[src/design/brvc_pkg.sv]
/*
  Constants and carrier types for the step-down rail voltage control register bank.
  Assumes a byte-wide register port driven by the device's serial-port engine.
*/
package brvc_pkg;

  // Register offsets on the byte port
  localparam logic [7:0] RAIL1_OFS  = 8'h20;
  localparam logic [7:0] RAIL2_OFS  = 8'h21;
  localparam logic [7:0] R3DCY_OFS  = 8'h22;
  localparam logic [7:0] R3VID_OFS  = 8'h23;
  localparam logic [7:0] R3SLP_OFS  = 8'h24;

  // Field positions: code bits at 0x20, 0x21, 0x23, 0x24; flag bit at 0x20, 0x21, 0x22, 0x24
  localparam int         CODE_MSB   = 7;
  localparam int         CODE_LSB   = 1;
  localparam int         FLAG_BIT   = 0;

  // Clear value held while reset is low, before the factory image is loaded
  localparam logic [7:0] REG_RESET  = 8'h00;
  localparam logic [7:0] RDATA_NONE = 8'h00;
  // Read-only low bit of the third rail code register
  localparam logic       R3VID_RSVD = 1'b0;

  // Step range encodings
  localparam logic       RANGE_10MV = 1'b0;
  localparam logic       RANGE_25MV = 1'b1;

  typedef struct packed {
    logic [7:0] rail1;
    logic [7:0] rail2;
    logic [7:0] rail3_decay;
    logic [7:0] rail3_vid;
    logic [7:0] rail3_sleep;
  } brvc_bank_type;

  typedef struct packed {
    logic [6:0] code;
    logic       passive_decay;
    logic       range_25mv;
  } brvc_rail_cmd_type;

  typedef enum logic [0:0] {
    ST_LOAD = 1'b0,
    ST_RUN  = 1'b1
  } brvc_state_type;

  typedef struct packed {
    brvc_state_type state;
    brvc_bank_type  bank;
    logic [1:0]     range12;
    logic [7:0]     rdata;
    logic           hit;
  } brvc_regs_state_type;

  typedef struct packed {
    brvc_rail_cmd_type cmd;
    logic              down;
  } brvc_drive_state_type;

endpackage : brvc_pkg

[src/design/brvc_rail_drive.sv]
/*
  Per-rail command register: presents the applied code, range and down-transition mode
  to the analog loop, and flags each step to a lower code.
  Assumes its inputs are already resolved from the register bank in the same clock domain.
*/
`timescale 1ns/1ps
module brvc_rail_drive (
  input  wire logic                       i_clk,          // 250 MHz clock
  input  wire logic                       i_resetn,       // Synchronous reset, active low
  input  wire logic [6:0]                 i_code,         // Code selected for this rail
  input  wire logic                       i_passive,      // 1: passive decay on a drop
  input  wire logic                       i_range_25mv,   // Step range of the code
  output brvc_pkg::brvc_rail_cmd_type     o_cmd,          // Registered rail command
  output logic                            o_down          // One-cycle pulse: code lowered
);

  brvc_pkg::brvc_drive_state_type s;
  brvc_pkg::brvc_drive_state_type next_s;

  always_comb
  begin
    next_s                   = s;
    next_s.cmd.code          = i_code;
    next_s.cmd.passive_decay = i_passive;
    next_s.cmd.range_25mv    = i_range_25mv;
    // The loop either slews or lets go only when the target falls
    next_s.down              = (i_code < s.cmd.code);
  end

  always_ff @(posedge i_clk)
  begin
    if (!i_resetn)
    begin
      s <= '0;
    end
    else
    begin
      s <= next_s;
    end
  end

  assign o_cmd  = s.cmd;
  assign o_down = s.down;

endmodule : brvc_rail_drive

[src/design/brvc_regs.sv]
/*
  Voltage control register bank for three step-down controller rails: normal codes,
  down-transition mode, third-rail sleep code and enable.
  Assumes a byte register port from the serial-port engine (one access per strobe), a
  factory default image stable by reset release, and a sleep pin synchronous to i_clk.
*/
// Operation
// Offset 0x20 bits 7:1 set rail one code
// Offset 0x21 bits 7:1 set rail two code
// Rails one, two use 10 or 25 mV range
// Offset 0x23 bits 7:1 hold rail three code, 25mV
// Decay bit clear slews down, set decays passively
// Rail three decay bit sits at 0x22 bit 0
// Bits 7:1 at 0x22 are inert storage
// Offset 0x24 holds sleep code and enable
// Sleep enabled and pin low selects sleep code
// Power-up loads factory defaults into every register
`timescale 1ns/1ps
module brvc_regs (
  input  wire logic                       i_clk,          // 250 MHz clock
  input  wire logic                       i_resetn,       // Synchronous reset, active low
  input  wire logic [7:0]                 i_reg_addr,     // Register offset
  input  wire logic                       i_reg_wr,       // Write strobe, one cycle
  input  wire logic [7:0]                 i_reg_wdata,    // Write data
  input  wire logic                       i_reg_rd,       // Read strobe, one cycle
  output logic      [7:0]                 o_reg_rdata,    // Read data, registered
  output logic                            o_reg_hit,      // Last access hit a register
  input  brvc_pkg::brvc_bank_type         i_otp_bank,     // Factory default image
  input  wire logic [1:0]                 i_otp_range12,  // Factory range, rails one, two
  input  wire logic                       i_sleep_pin_n,  // Assigned sleep pin, low = sleep
  output logic                            o_ready,        // Defaults loaded, port open
  output brvc_pkg::brvc_rail_cmd_type     o_rail1,        // Rail one command
  output brvc_pkg::brvc_rail_cmd_type     o_rail2,        // Rail two command
  output brvc_pkg::brvc_rail_cmd_type     o_rail3,        // Rail three command
  output logic      [2:0]                 o_rail_down,    // Per-rail code-lowered pulse
  output logic                            o_rail3_sleep   // Rail three on sleep code
);

  brvc_pkg::brvc_regs_state_type s;
  brvc_pkg::brvc_regs_state_type next_s;

  logic [6:0] rail_code    [3];
  logic       rail_passive [3];
  logic       rail_range   [3];
  brvc_pkg::brvc_rail_cmd_type rail_cmd [3];
  logic       sleep_active;
  logic [4:0] reg_sel;
  logic       reg_mapped;
  logic       wr_take;
  logic [7:0] rd_word;

  // One-hot register select; stays zero for any offset outside the bank
  always_comb
  begin
    reg_sel = 5'h00;
    case (i_reg_addr)
      brvc_pkg::RAIL1_OFS:
      begin
        reg_sel[0] = 1'b1;
      end
      brvc_pkg::RAIL2_OFS:
      begin
        reg_sel[1] = 1'b1;
      end
      brvc_pkg::R3DCY_OFS:
      begin
        reg_sel[2] = 1'b1;
      end
      brvc_pkg::R3VID_OFS:
      begin
        reg_sel[3] = 1'b1;
      end
      brvc_pkg::R3SLP_OFS:
      begin
        reg_sel[4] = 1'b1;
      end
      default:
      begin
        reg_sel = 5'h00;
      end
    endcase
  end

  assign reg_mapped = |reg_sel;
  // Writes are refused until the factory image is in, so a host cannot race the load
  assign wr_take    = i_reg_wr && (s.state == brvc_pkg::ST_RUN);

  // Contents of the addressed register; zero where nothing is mapped
  always_comb
  begin
    rd_word = brvc_pkg::RDATA_NONE;
    if (reg_sel[0])
    begin
      rd_word = s.bank.rail1;
    end
    if (reg_sel[1])
    begin
      rd_word = s.bank.rail2;
    end
    if (reg_sel[2])
    begin
      rd_word = s.bank.rail3_decay;
    end
    if (reg_sel[3])
    begin
      rd_word = s.bank.rail3_vid;
    end
    if (reg_sel[4])
    begin
      rd_word = s.bank.rail3_sleep;
    end
  end

  always_comb
  begin
    next_s = s;
    case (s.state)
      brvc_pkg::ST_LOAD:
      begin
        // Reset only clears; the factory image is taken on the first cycle after release
        next_s.bank                                          = i_otp_bank;
        next_s.bank.rail3_vid[brvc_pkg::FLAG_BIT]            = brvc_pkg::R3VID_RSVD;
        next_s.range12                                       = i_otp_range12;
        next_s.state                                         = brvc_pkg::ST_RUN;
      end
      brvc_pkg::ST_RUN:
      begin
        if (wr_take)
        begin
          if (reg_sel[0])
          begin
            next_s.bank.rail1 = i_reg_wdata;
          end
          if (reg_sel[1])
          begin
            next_s.bank.rail2 = i_reg_wdata;
          end
          if (reg_sel[2])
          begin
            next_s.bank.rail3_decay = i_reg_wdata;
          end
          if (reg_sel[3])
          begin
            next_s.bank.rail3_vid = {i_reg_wdata[brvc_pkg::CODE_MSB:brvc_pkg::CODE_LSB],
                                     brvc_pkg::R3VID_RSVD};
          end
          if (reg_sel[4])
          begin
            next_s.bank.rail3_sleep = i_reg_wdata;
          end
        end
      end
      default:
      begin
        next_s.state = brvc_pkg::ST_LOAD;
      end
    endcase

    if (i_reg_rd || i_reg_wr)
    begin
      next_s.hit   = reg_mapped;
      // A lone write answers zero; a read beside a write still shows the old contents
      next_s.rdata = i_reg_rd ? rd_word : brvc_pkg::RDATA_NONE;
    end
  end

  always_ff @(posedge i_clk)
  begin
    if (!i_resetn)
    begin
      s.state   <= brvc_pkg::ST_LOAD;
      s.bank    <= {5{brvc_pkg::REG_RESET}};
      s.range12 <= {brvc_pkg::RANGE_10MV, brvc_pkg::RANGE_10MV};
      s.rdata   <= brvc_pkg::RDATA_NONE;
      s.hit     <= 1'b0;
    end
    else
    begin
      s <= next_s;
    end
  end

  // Sleep code only while enabled and the pin is held low
  assign sleep_active = s.bank.rail3_sleep[brvc_pkg::FLAG_BIT] && !i_sleep_pin_n;

  always_comb
  begin
    rail_code[0]    = s.bank.rail1[brvc_pkg::CODE_MSB:brvc_pkg::CODE_LSB];
    rail_code[1]    = s.bank.rail2[brvc_pkg::CODE_MSB:brvc_pkg::CODE_LSB];
    rail_code[2]    = sleep_active
                    ? s.bank.rail3_sleep[brvc_pkg::CODE_MSB:brvc_pkg::CODE_LSB]
                    : s.bank.rail3_vid[brvc_pkg::CODE_MSB:brvc_pkg::CODE_LSB];
    rail_passive[0] = s.bank.rail1[brvc_pkg::FLAG_BIT];
    rail_passive[1] = s.bank.rail2[brvc_pkg::FLAG_BIT];
    rail_passive[2] = s.bank.rail3_decay[brvc_pkg::FLAG_BIT];
    rail_range[0]   = s.range12[0];
    rail_range[1]   = s.range12[1];
    rail_range[2]   = brvc_pkg::RANGE_25MV;
  end

  // Commands are held at reset values until the image is loaded, so no rail sees zero codes
  // as a target drop after release; the load only raises codes from zero, so it gives no drop pulse.
  generate
    for (genvar g = 0; g < 3; g++)
    begin : g_rail
      brvc_rail_drive u_drive (
        .i_clk        (i_clk),
        .i_resetn     (i_resetn),
        .i_code       (rail_code[g]),
        .i_passive    (rail_passive[g]),
        .i_range_25mv (rail_range[g]),
        .o_cmd        (rail_cmd[g]),
        .o_down       (o_rail_down[g])
      );
    end
  endgenerate

  assign o_rail1       = rail_cmd[0];
  assign o_rail2       = rail_cmd[1];
  assign o_rail3       = rail_cmd[2];
  assign o_rail3_sleep = sleep_active;
  assign o_reg_rdata   = s.rdata;
  assign o_reg_hit     = s.hit;
  assign o_ready       = (s.state == brvc_pkg::ST_RUN);

endmodule : brvc_regs

[config.mk]
export PLATFORM = sky130hd
export DESIGN_NAME = brvc_regs
export DESIGN_NICKNAME = d
export VERILOG_FILES = /design/src/design/brvc_pkg.sv /design/src/design/brvc_rail_drive.sv /design/src/design/brvc_regs.sv
export SDC_FILE = /design/constraint.sdc
export NUM_CORES = 1
export LEC_CHECK = 0
export ABC_AREA = 1
export BUFFER_PORTS_ARGS = -buffer_cell sky130_fd_sc_hd__buf_2
export CORE_AREA = 2 2 104 106
export DETAILED_ROUTE_END_ITERATION = 16
export DIE_AREA = 0 0 106 108
export SLEW_MARGIN = 20
export SYNTH_ARGS = -nofsm -noshare
export SYNTH_HDL_FRONTEND = slang
export SYNTH_SLANG_ARGS = --single-unit
[constraint.sdc]
create_clock -name i_clk -period 1.4 [get_ports i_clk]
set_input_delay 0.21 -clock i_clk [delete_from_list [all_inputs] [get_ports i_clk]]
set_output_delay 0.21 -clock i_clk [all_outputs]
set_load 0.03 [all_outputs]
==> results.toml, run 1 <==
[setup_path]
critPathRequiredTime_ps = 1690
r2r-start = "s[11]"
rr_worst_depth = 9
rrSetupSlack_ps = 2
critPathArrivalTime_ps = 1690
startpoint_type = "register"
crit_path_start = "s[11]"
crit_path_end_kind = "register"
crit_type = "reg2reg"
path_max_fanout = 8
r2r-end = "g_rail[2].u_drive.o_down"

[timing]
setup_viol = 0
tightest_slew_ps = 390
grt_setup_unrepaired = "true"
hold_viol = 0
final.setup_skew_ps = 9.84
setup_slack_ps = 2.16
post-route-period-util_pct = 99.8
max_freq_ghz = 0.715
slew_headroom_pct = 73.9
tns_ps = 0
drv_slew = 0
fin_crit_ps = 1400

[final_layout]
nets = 771
most-common-layout-cells = "171 x nand2_1, 100 x buf_2, 80 x inv_1"
layout_commonest_cell = "nand2_1"
areaGrowthSynthToFinish_pct = 26.6
diodes = 0
fillers = 1067
drive_gt1_share_pct = 27.6

[detailed_routing]
vias = 3971
drt_iter0_drc = 235
drt_wl_total_um = 11300
drcViolationCount = 0
first_pass_iters = 7
vias_per_cell = 4.78
wl_per_cell_um = 13.7
ant_nets = 0

[placed_design]
post-dp-hpwl_um = 8630
place_ws_ps = -193
io_buffers = 102
routabilityCongestion = 0.859

[floorplan]
start_util_pct = 39.4
core_um2 = 10200
die_w_um = 106
die_h_um = 108
io_pins = 104
die-area_um2 = 11400
rows = 37

[pwr]
ir_worst_vdd_uv = 420
swShare_pct = 27.3
p_leak_nw = 2.57
p_clk_share_pct = 36.3
p_seq_share_pct = 47.7
pwr-share-comb_pct = 16.0
p_per_area_nw_per_um2 = 1020
p_int_mw = 3.77
switchingPower_mw = 1.42

[job]
maxCapViolCount = 0

[status]
status = "finished clean"

[yosys]
yosysWarningCount = 0
synth_fp_nets = 650
synth.distinct_cells = 31
syn_avg_cell_area_um2 = 7.09
syn_inst = 569
yosysSeqAreaShare_pct = 39.7
synth_area_um2 = 4030
ys_ff_latch = 80

[global_routing]
antenna_found_initial = 0
use_met1_pct = 28.1
top_usage_layer = "met2"
grt_util_all_layers_pct = 20.8
use_met3_pct = 3.68
grt_pass1_wl_um = 18300
met2_usage_pct = 33.4
grt_max_degree = 52
overflow = 0
grt_pass1_vias = 3799

[clock_network]
post_cts_buffers = 0
clock-root-buffer = "clkbuf_8"
ctsLongestPathBuffers = 2
htree_levels = 3
cts_tree = "built"
clkLatencyLatePin_ps = 360
clk_pin_slew_ps = 80
clock-sinks = 80
numCtsBuffers = 9

[hold_path]
worstHoldEndpoint = "rail_range[1]"
min_path_cells = 3
min-delay-start = "i_otp_range12[1]"
hold_path_class = "in2reg"
==> state kept, by name, summed over array words and instances (netlist names) <==
signal and flops:
g_rail.u_drive.o_cmd 26, g_rail.u_drive.o_down 3, o_ready 1, o_reg_hit 1
o_reg_rdata 8, rail_code 14, rail_passive 3, rail_range 2
s 22
==> per-layer routing <==
| layer | vias up | wire length [µm] |
|---|---|---|
| met1 | 1801 | 5500 |
| met2 | 108 | 5090 |
| met4 | 0 | 183 |
| met5 | - | 0 |
| met3 | 14 | 569 |
| li1 | 2048 | - |
==> how the worst max path moves through the flow <==
stage | endpoint | slack [ps] | cells past startpoint
CTS | g_rail[2].u_drive.o_down | 5 | 8
global route | g_rail[2].u_drive.o_down | -90 | 7
floorplan | g_rail[2].u_drive.o_down | 0.5 | 9
finish | g_rail[2].u_drive.o_down | 2 | 9
detailed placement | rail_code[15] | -190 | 9
global placement | g_rail[2].u_drive.o_down | -200 | 9
==> worst max-delay path, cell delays in order, from the launching register on <==
cell and delay, ps:
dfxtp_4 390, nand2_4 90, nand2_1 100, o21ai_2 70
ha_1 280, a21oi_1 150, nand2_1 80, nand2_1 60
nand2_1 40, nor2_1 70
==> per-stage QoR <==
stage | power (mW) | hold slack [ps] | std cells | area (µm²) | utilization [%]
global route | 5.45 | 99.7 | 831 | 5100 | 49.9
global placement | 3.33 | 418 | 814 | 4850 | 47.4
detailed placement | 3.34 | 421 | 814 | 4850 | 47.4
finish | 5.19 | 100 | 831 | 5100 | 49.9
floorplan | 3.04 | 238 | 569 | 4050 | -
CTS | 5.22 | 89.9 | 831 | 5080 | 49.7
==> timing repair <==
action                                  in CTS  in global routing
gates resized for setup                      6                  7
pin swaps                                    1                  1
cloned                                       1                  0
endpoints found under the setup margin       2                 12
hold buffers                                 0                  0
hold endpoints to repair                     0                  0
==> synth_stat cells <==
master    instances  share of area (%)
a211oi_1          1               0.19
a21oi_1          41                5.1
a22oi_1          13                2.4
a31oi_1          18                2.8
buf_1             1              0.093
buf_2             3               0.37
buf_4            13                2.4
buf_6             2               0.56
clkbuf_1         13                1.2
dfxtp_1          80                 40
ha_1             18                5.6
inv_1            80                7.4
inv_2             8               0.74
nand2_1         172                 16
nand2_2           4               0.62
nand3_1          27                3.4
nand4_1           2               0.31
nand4_2           1               0.31
nor2_1           23                2.1
nor2_2            7                1.1
nor2_4            5                1.4
nor3_1            4               0.50
o211ai_1          2               0.37
o21a_1            1               0.19
o21ai_0          17                2.1
o21ai_4           1               0.40
o22ai_1           1               0.16
o31ai_1           2               0.37
o31ai_2           4                1.2
or2_0             2               0.31
or2_2             3               0.47
==> final cells by class <==
class	instances	area, µm²	share of cell area (%)
clock inverters	3	65.1	1.27
repair buffers	141	841	16.5
clock buffers	13	149	2.92
flip-flops and latches	80	1610	31.5
multi-input cells	370	1940	38.1
well taps	136	170	3.33
inverters	88	330	6.47
==> logic make-up after synthesis <==
logic type                 count (synthesis)  synth area share (%)
AOI/OAI and AO/OA                        101                  15.3
buffers and inverters                    120                  12.8
and+or+nand+nor                          250                  26.5
DFF                                       80                  39.7
adders and majority gates                 18                  5.59
==> power groups by stage <==
| stage | clock network (mW) | registers (mW) | logic, mW |
|---|---|---|---|
| after floorplan | 0 | 2.57 | 0.465 |
| after global placement | 0 | 2.52 | 0.803 |
| after detailed placement | 0 | 2.53 | 0.817 |
| after CTS | 1.92 | 2.47 | 0.826 |
| after global routing | 2.03 | 2.49 | 0.929 |
| final | 1.88 | 2.48 | 0.830 |
Note: power is estimated with default switching activity, not from simulation.
==> inputs of run 2 (changes only) <==
--- a/config.mk
+++ b/config.mk
@@ -5,11 +5,12 @@
 export SDC_FILE = /design/constraint.sdc
 export NUM_CORES = 1
 export LEC_CHECK = 0
-export ABC_AREA = 1
+export ABC_AREA = 0
 export BUFFER_PORTS_ARGS = -buffer_cell sky130_fd_sc_hd__buf_2
-export CORE_AREA = 2 2 104 106
+export CORE_AREA = 2 2 103 105
 export DETAILED_ROUTE_END_ITERATION = 16
-export DIE_AREA = 0 0 106 108
+export DIE_AREA = 0 0 105 107
+export MAX_ROUTING_LAYER = met4
 export SLEW_MARGIN = 20
 export SYNTH_ARGS = -nofsm -noshare
 export SYNTH_HDL_FRONTEND = slang
==> run 2 against run 1 <==
The flow now finishes with violations (negative setup slack). Combinational power rose by 11%. Area after synthesis shrank 2.5%. Clock-buffer cell count is 2 lower. Global-route usage decreased by 1.0 points. Largest power group unchanged. First-iteration DRC count fell by 42%. Critical endpoint unchanged. Sequential cell count unchanged. Setup slack got worse by 180 ps. Via count is 16% lower. Die area down 1.9%.
==> results.toml, run 2 <==
[hold_path]
min_path_cells = 3
worstHoldEndpoint = "s[33]"
min-delay-start = "i_otp_bank[22]"
hold_path_class = "in2reg"

[final_layout]
layout_commonest_cell = "buf_2"
nets = 606
areaGrowthSynthToFinish_pct = 29.0
drive_gt1_share_pct = 36.0
multi_input_area_um2 = 2120
diodes = 0
stdcell_count = 666
fillers = 962
regArea_um2 = 1610
most-common-layout-cells = "102 x buf_2, 74 x dfxtp_1, 53 x o21ai_0"
largest_reg_flops = 26

[setup_path]
cpPeakStageDelay_ps = 360
path_max_fanout = 7
crit_path_end_kind = "register"
crit_type = "reg2reg"
critPathRequiredTime_ps = 1650
slowest_stage = "mux2_2"
rrSetupSlack_ps = -180
r2r-start = "s[11]"
crit_buf_inv = 0
critPathArrivalTime_ps = 1830
r2r-end = "g_rail[2].u_drive.o_down"
cpLargestDelayFamily = "multiplexers"
rr_worst_depth = 6
path_cells = "nand2b_4 > mux2_2 > ha_1 > o211ai_1 > a31oi_1 > o21ai_1"
startpoint_type = "register"

[global_routing]
grt_pass1_vias = 3330
grt_pass1_wl_um = 16700
grt_util_all_layers_pct = 19.7
grt_max_degree = 57
antenna_found_initial = 0
overflow = 0

[timing]
slew_headroom_pct = 76.9
drv_slew = 0
post-route-period-util_pct = 113
final.setup_skew_ps = 9.86
grt_setup_unrepaired = "true"
hold_viol = 0
tightest_slew_ps = 346
setup_viol = 6
setup_slack_ps = -180
fin_crit_ps = 1580
max_freq_ghz = 0.633

[clock_network]
clk_pin_slew_ps = 90
post_cts_buffers = 0
numCtsBuffers = 9
clkLatencyLatePin_ps = 360
ctsLongestPathBuffers = 2
ctsHoldBuffers = 0
cts_tree = "built"
htree_levels = 3
clock-sinks = 80
clock-root-buffer = "clkbuf_8"

[yosys]
synth.distinct_cells = 40
synthArstFlopShare_pct = 0
synth_area_um2 = 3930
ys_ff_latch = 80
synth-main-ff-cell = "dfxtp_1"
synth_fp_nets = 495
yosysWarningCount = 0
yosysSeqAreaShare_pct = 40.7
syn_inst = 414
synth_edf_count = 0
synth_top_area_share_pct = 40.7
synthTopCellsByCount = "80 x dfxtp_1, 54 x o21ai_0, 48 x a21oi_1"
yosysMostFrequentCell = "dfxtp_1"
syn_avg_cell_area_um2 = 9.50
post-synth-top-area-cell = "dfxtp_1"
yosys-top-cells-area = "dfxtp_1 41%, mux2i_1 11%, o21ai_0 6.9%"

[pwr]
p_per_area_nw_per_um2 = 1130
switchingPower_mw = 1.47
ir_worst_vdd_uv = 408
power_mw = 5.71
p_seq_share_pct = 44.1
swShare_pct = 25.7
pwr-share-comb_pct = 16.2
p_leak_nw = 2.44
p_clk_share_pct = 39.7
p_int_mw = 4.24

[detailed_routing]
vias = 3340
drt_wl_total_um = 10400
drcViolationCount = 0
vias_per_cell = 5.02
drt_iter0_drc = 136
ant_nets = 0
first_pass_iters = 4
wl_per_cell_um = 15.6

[floorplan]
die_w_um = 105
io_pins = 104
die-area_um2 = 11200
die_h_um = 107
rows = 37
core_um2 = 10100
start_util_pct = 39.0

[status]
status = "finished, violations left"
failed_checks = "negative setup slack"

[placed_design]
routabilityCongestion = 0.852
place_ws_ps = -377
io_buffers = 102
post-place-cells = 650
post-dp-hpwl_um = 8130

[job]
maxCapViolCount = 0
==> run 2: kinds of logic after synthesis <==
family	Yosys count	synth area share, %
AOI/OAI and AO/OA	126	17.8
DFF	80	40.7
and+or+nand+nor	78	13.2
buffers and inverters	58	7.06
muxes	54	15.5
adders and majority gates	18	5.73
==> run 2: worst max path at each step <==
stage / start / to / slack [ps] / depth (start not counted)
detailed placement: i_sleep_pin_n / g_rail[2].u_drive.o_down / -380 / 8
global placement: i_sleep_pin_n / g_rail[2].u_drive.o_down / -330 / 8
global route: s[11] / g_rail[2].u_drive.o_down / -320 / 7
floorplan: s[11] / g_rail[2].u_drive.o_down / -180 / 8
finish: s[11] / g_rail[2].u_drive.o_down / -180 / 6
CTS: s[11] / g_rail[2].u_drive.o_down / -190 / 7
==> run 2: area by class of cell <==
type                            count  area share [%]
Clock buffer                       11            2.79
Tap cell                          136            3.35
Multi-Input combinational cell    276            41.9
Timing Repair Buffer              139            16.3
Sequential cell                    80            31.8
Inverter                           19            1.41
Clock inverter                      5            2.52
==> run 2: power by group through the flow <==
stage / Sequential (mW) / Combinational [mW] / Clock [mW]
final: 2.52 / 0.923 / 2.27
after global placement: 2.57 / 0.896 / 0
after detailed placement: 2.57 / 0.916 / 0
after CTS: 2.52 / 0.929 / 2.31
after global routing: 2.54 / 1.03 / 2.40
after floorplan: 2.61 / 0.527 / 0
==> run 2: repair_timing <==
item                       in CTS  in global routing
gates resized for setup        12                  2
pin swaps                      12                  4
setup endpoints to repair       7                  6
==> run 2: worst register-to-register path, delay by kind of cell (launching register included) <==
kind / cells / cell delay (ps)
DFF: 1 / 340
muxes: 1 / 360
and+or+nand+nor: 1 / 110
adders and majority gates: 1 / 320
AOI/OAI and AO/OA: 3 / 340
==> run 2: through the flow <==
| step | setup TNS, ps | hold slack, ps | utilization, % | cell area, µm² |
|---|---|---|---|---|
| global route | -802 | 111 | 50.3 | 5070 |
| detailed placement | -5780 | 450 | 47.1 | 4760 |
| CTS | -550 | 95.3 | 50.2 | 5070 |
| floorplan | -320 | 238 | - | 3990 |
| finish | -440 | 106 | 50.3 | 5070 |
| global placement | -4920 | 439 | 47.1 | 4760 |
==> run 2: metal layers <==
layer	track usage (%)	wire [µm]	part of all wire [%]	vias to the layer above
met4	8.00	191	1.8	0
li1	-	-	-	1683
met1	25.1	4910	47	1541
met3	3.10	442	4.3	16
met2	31.6	4850	47	100
met5	-	0	0	-
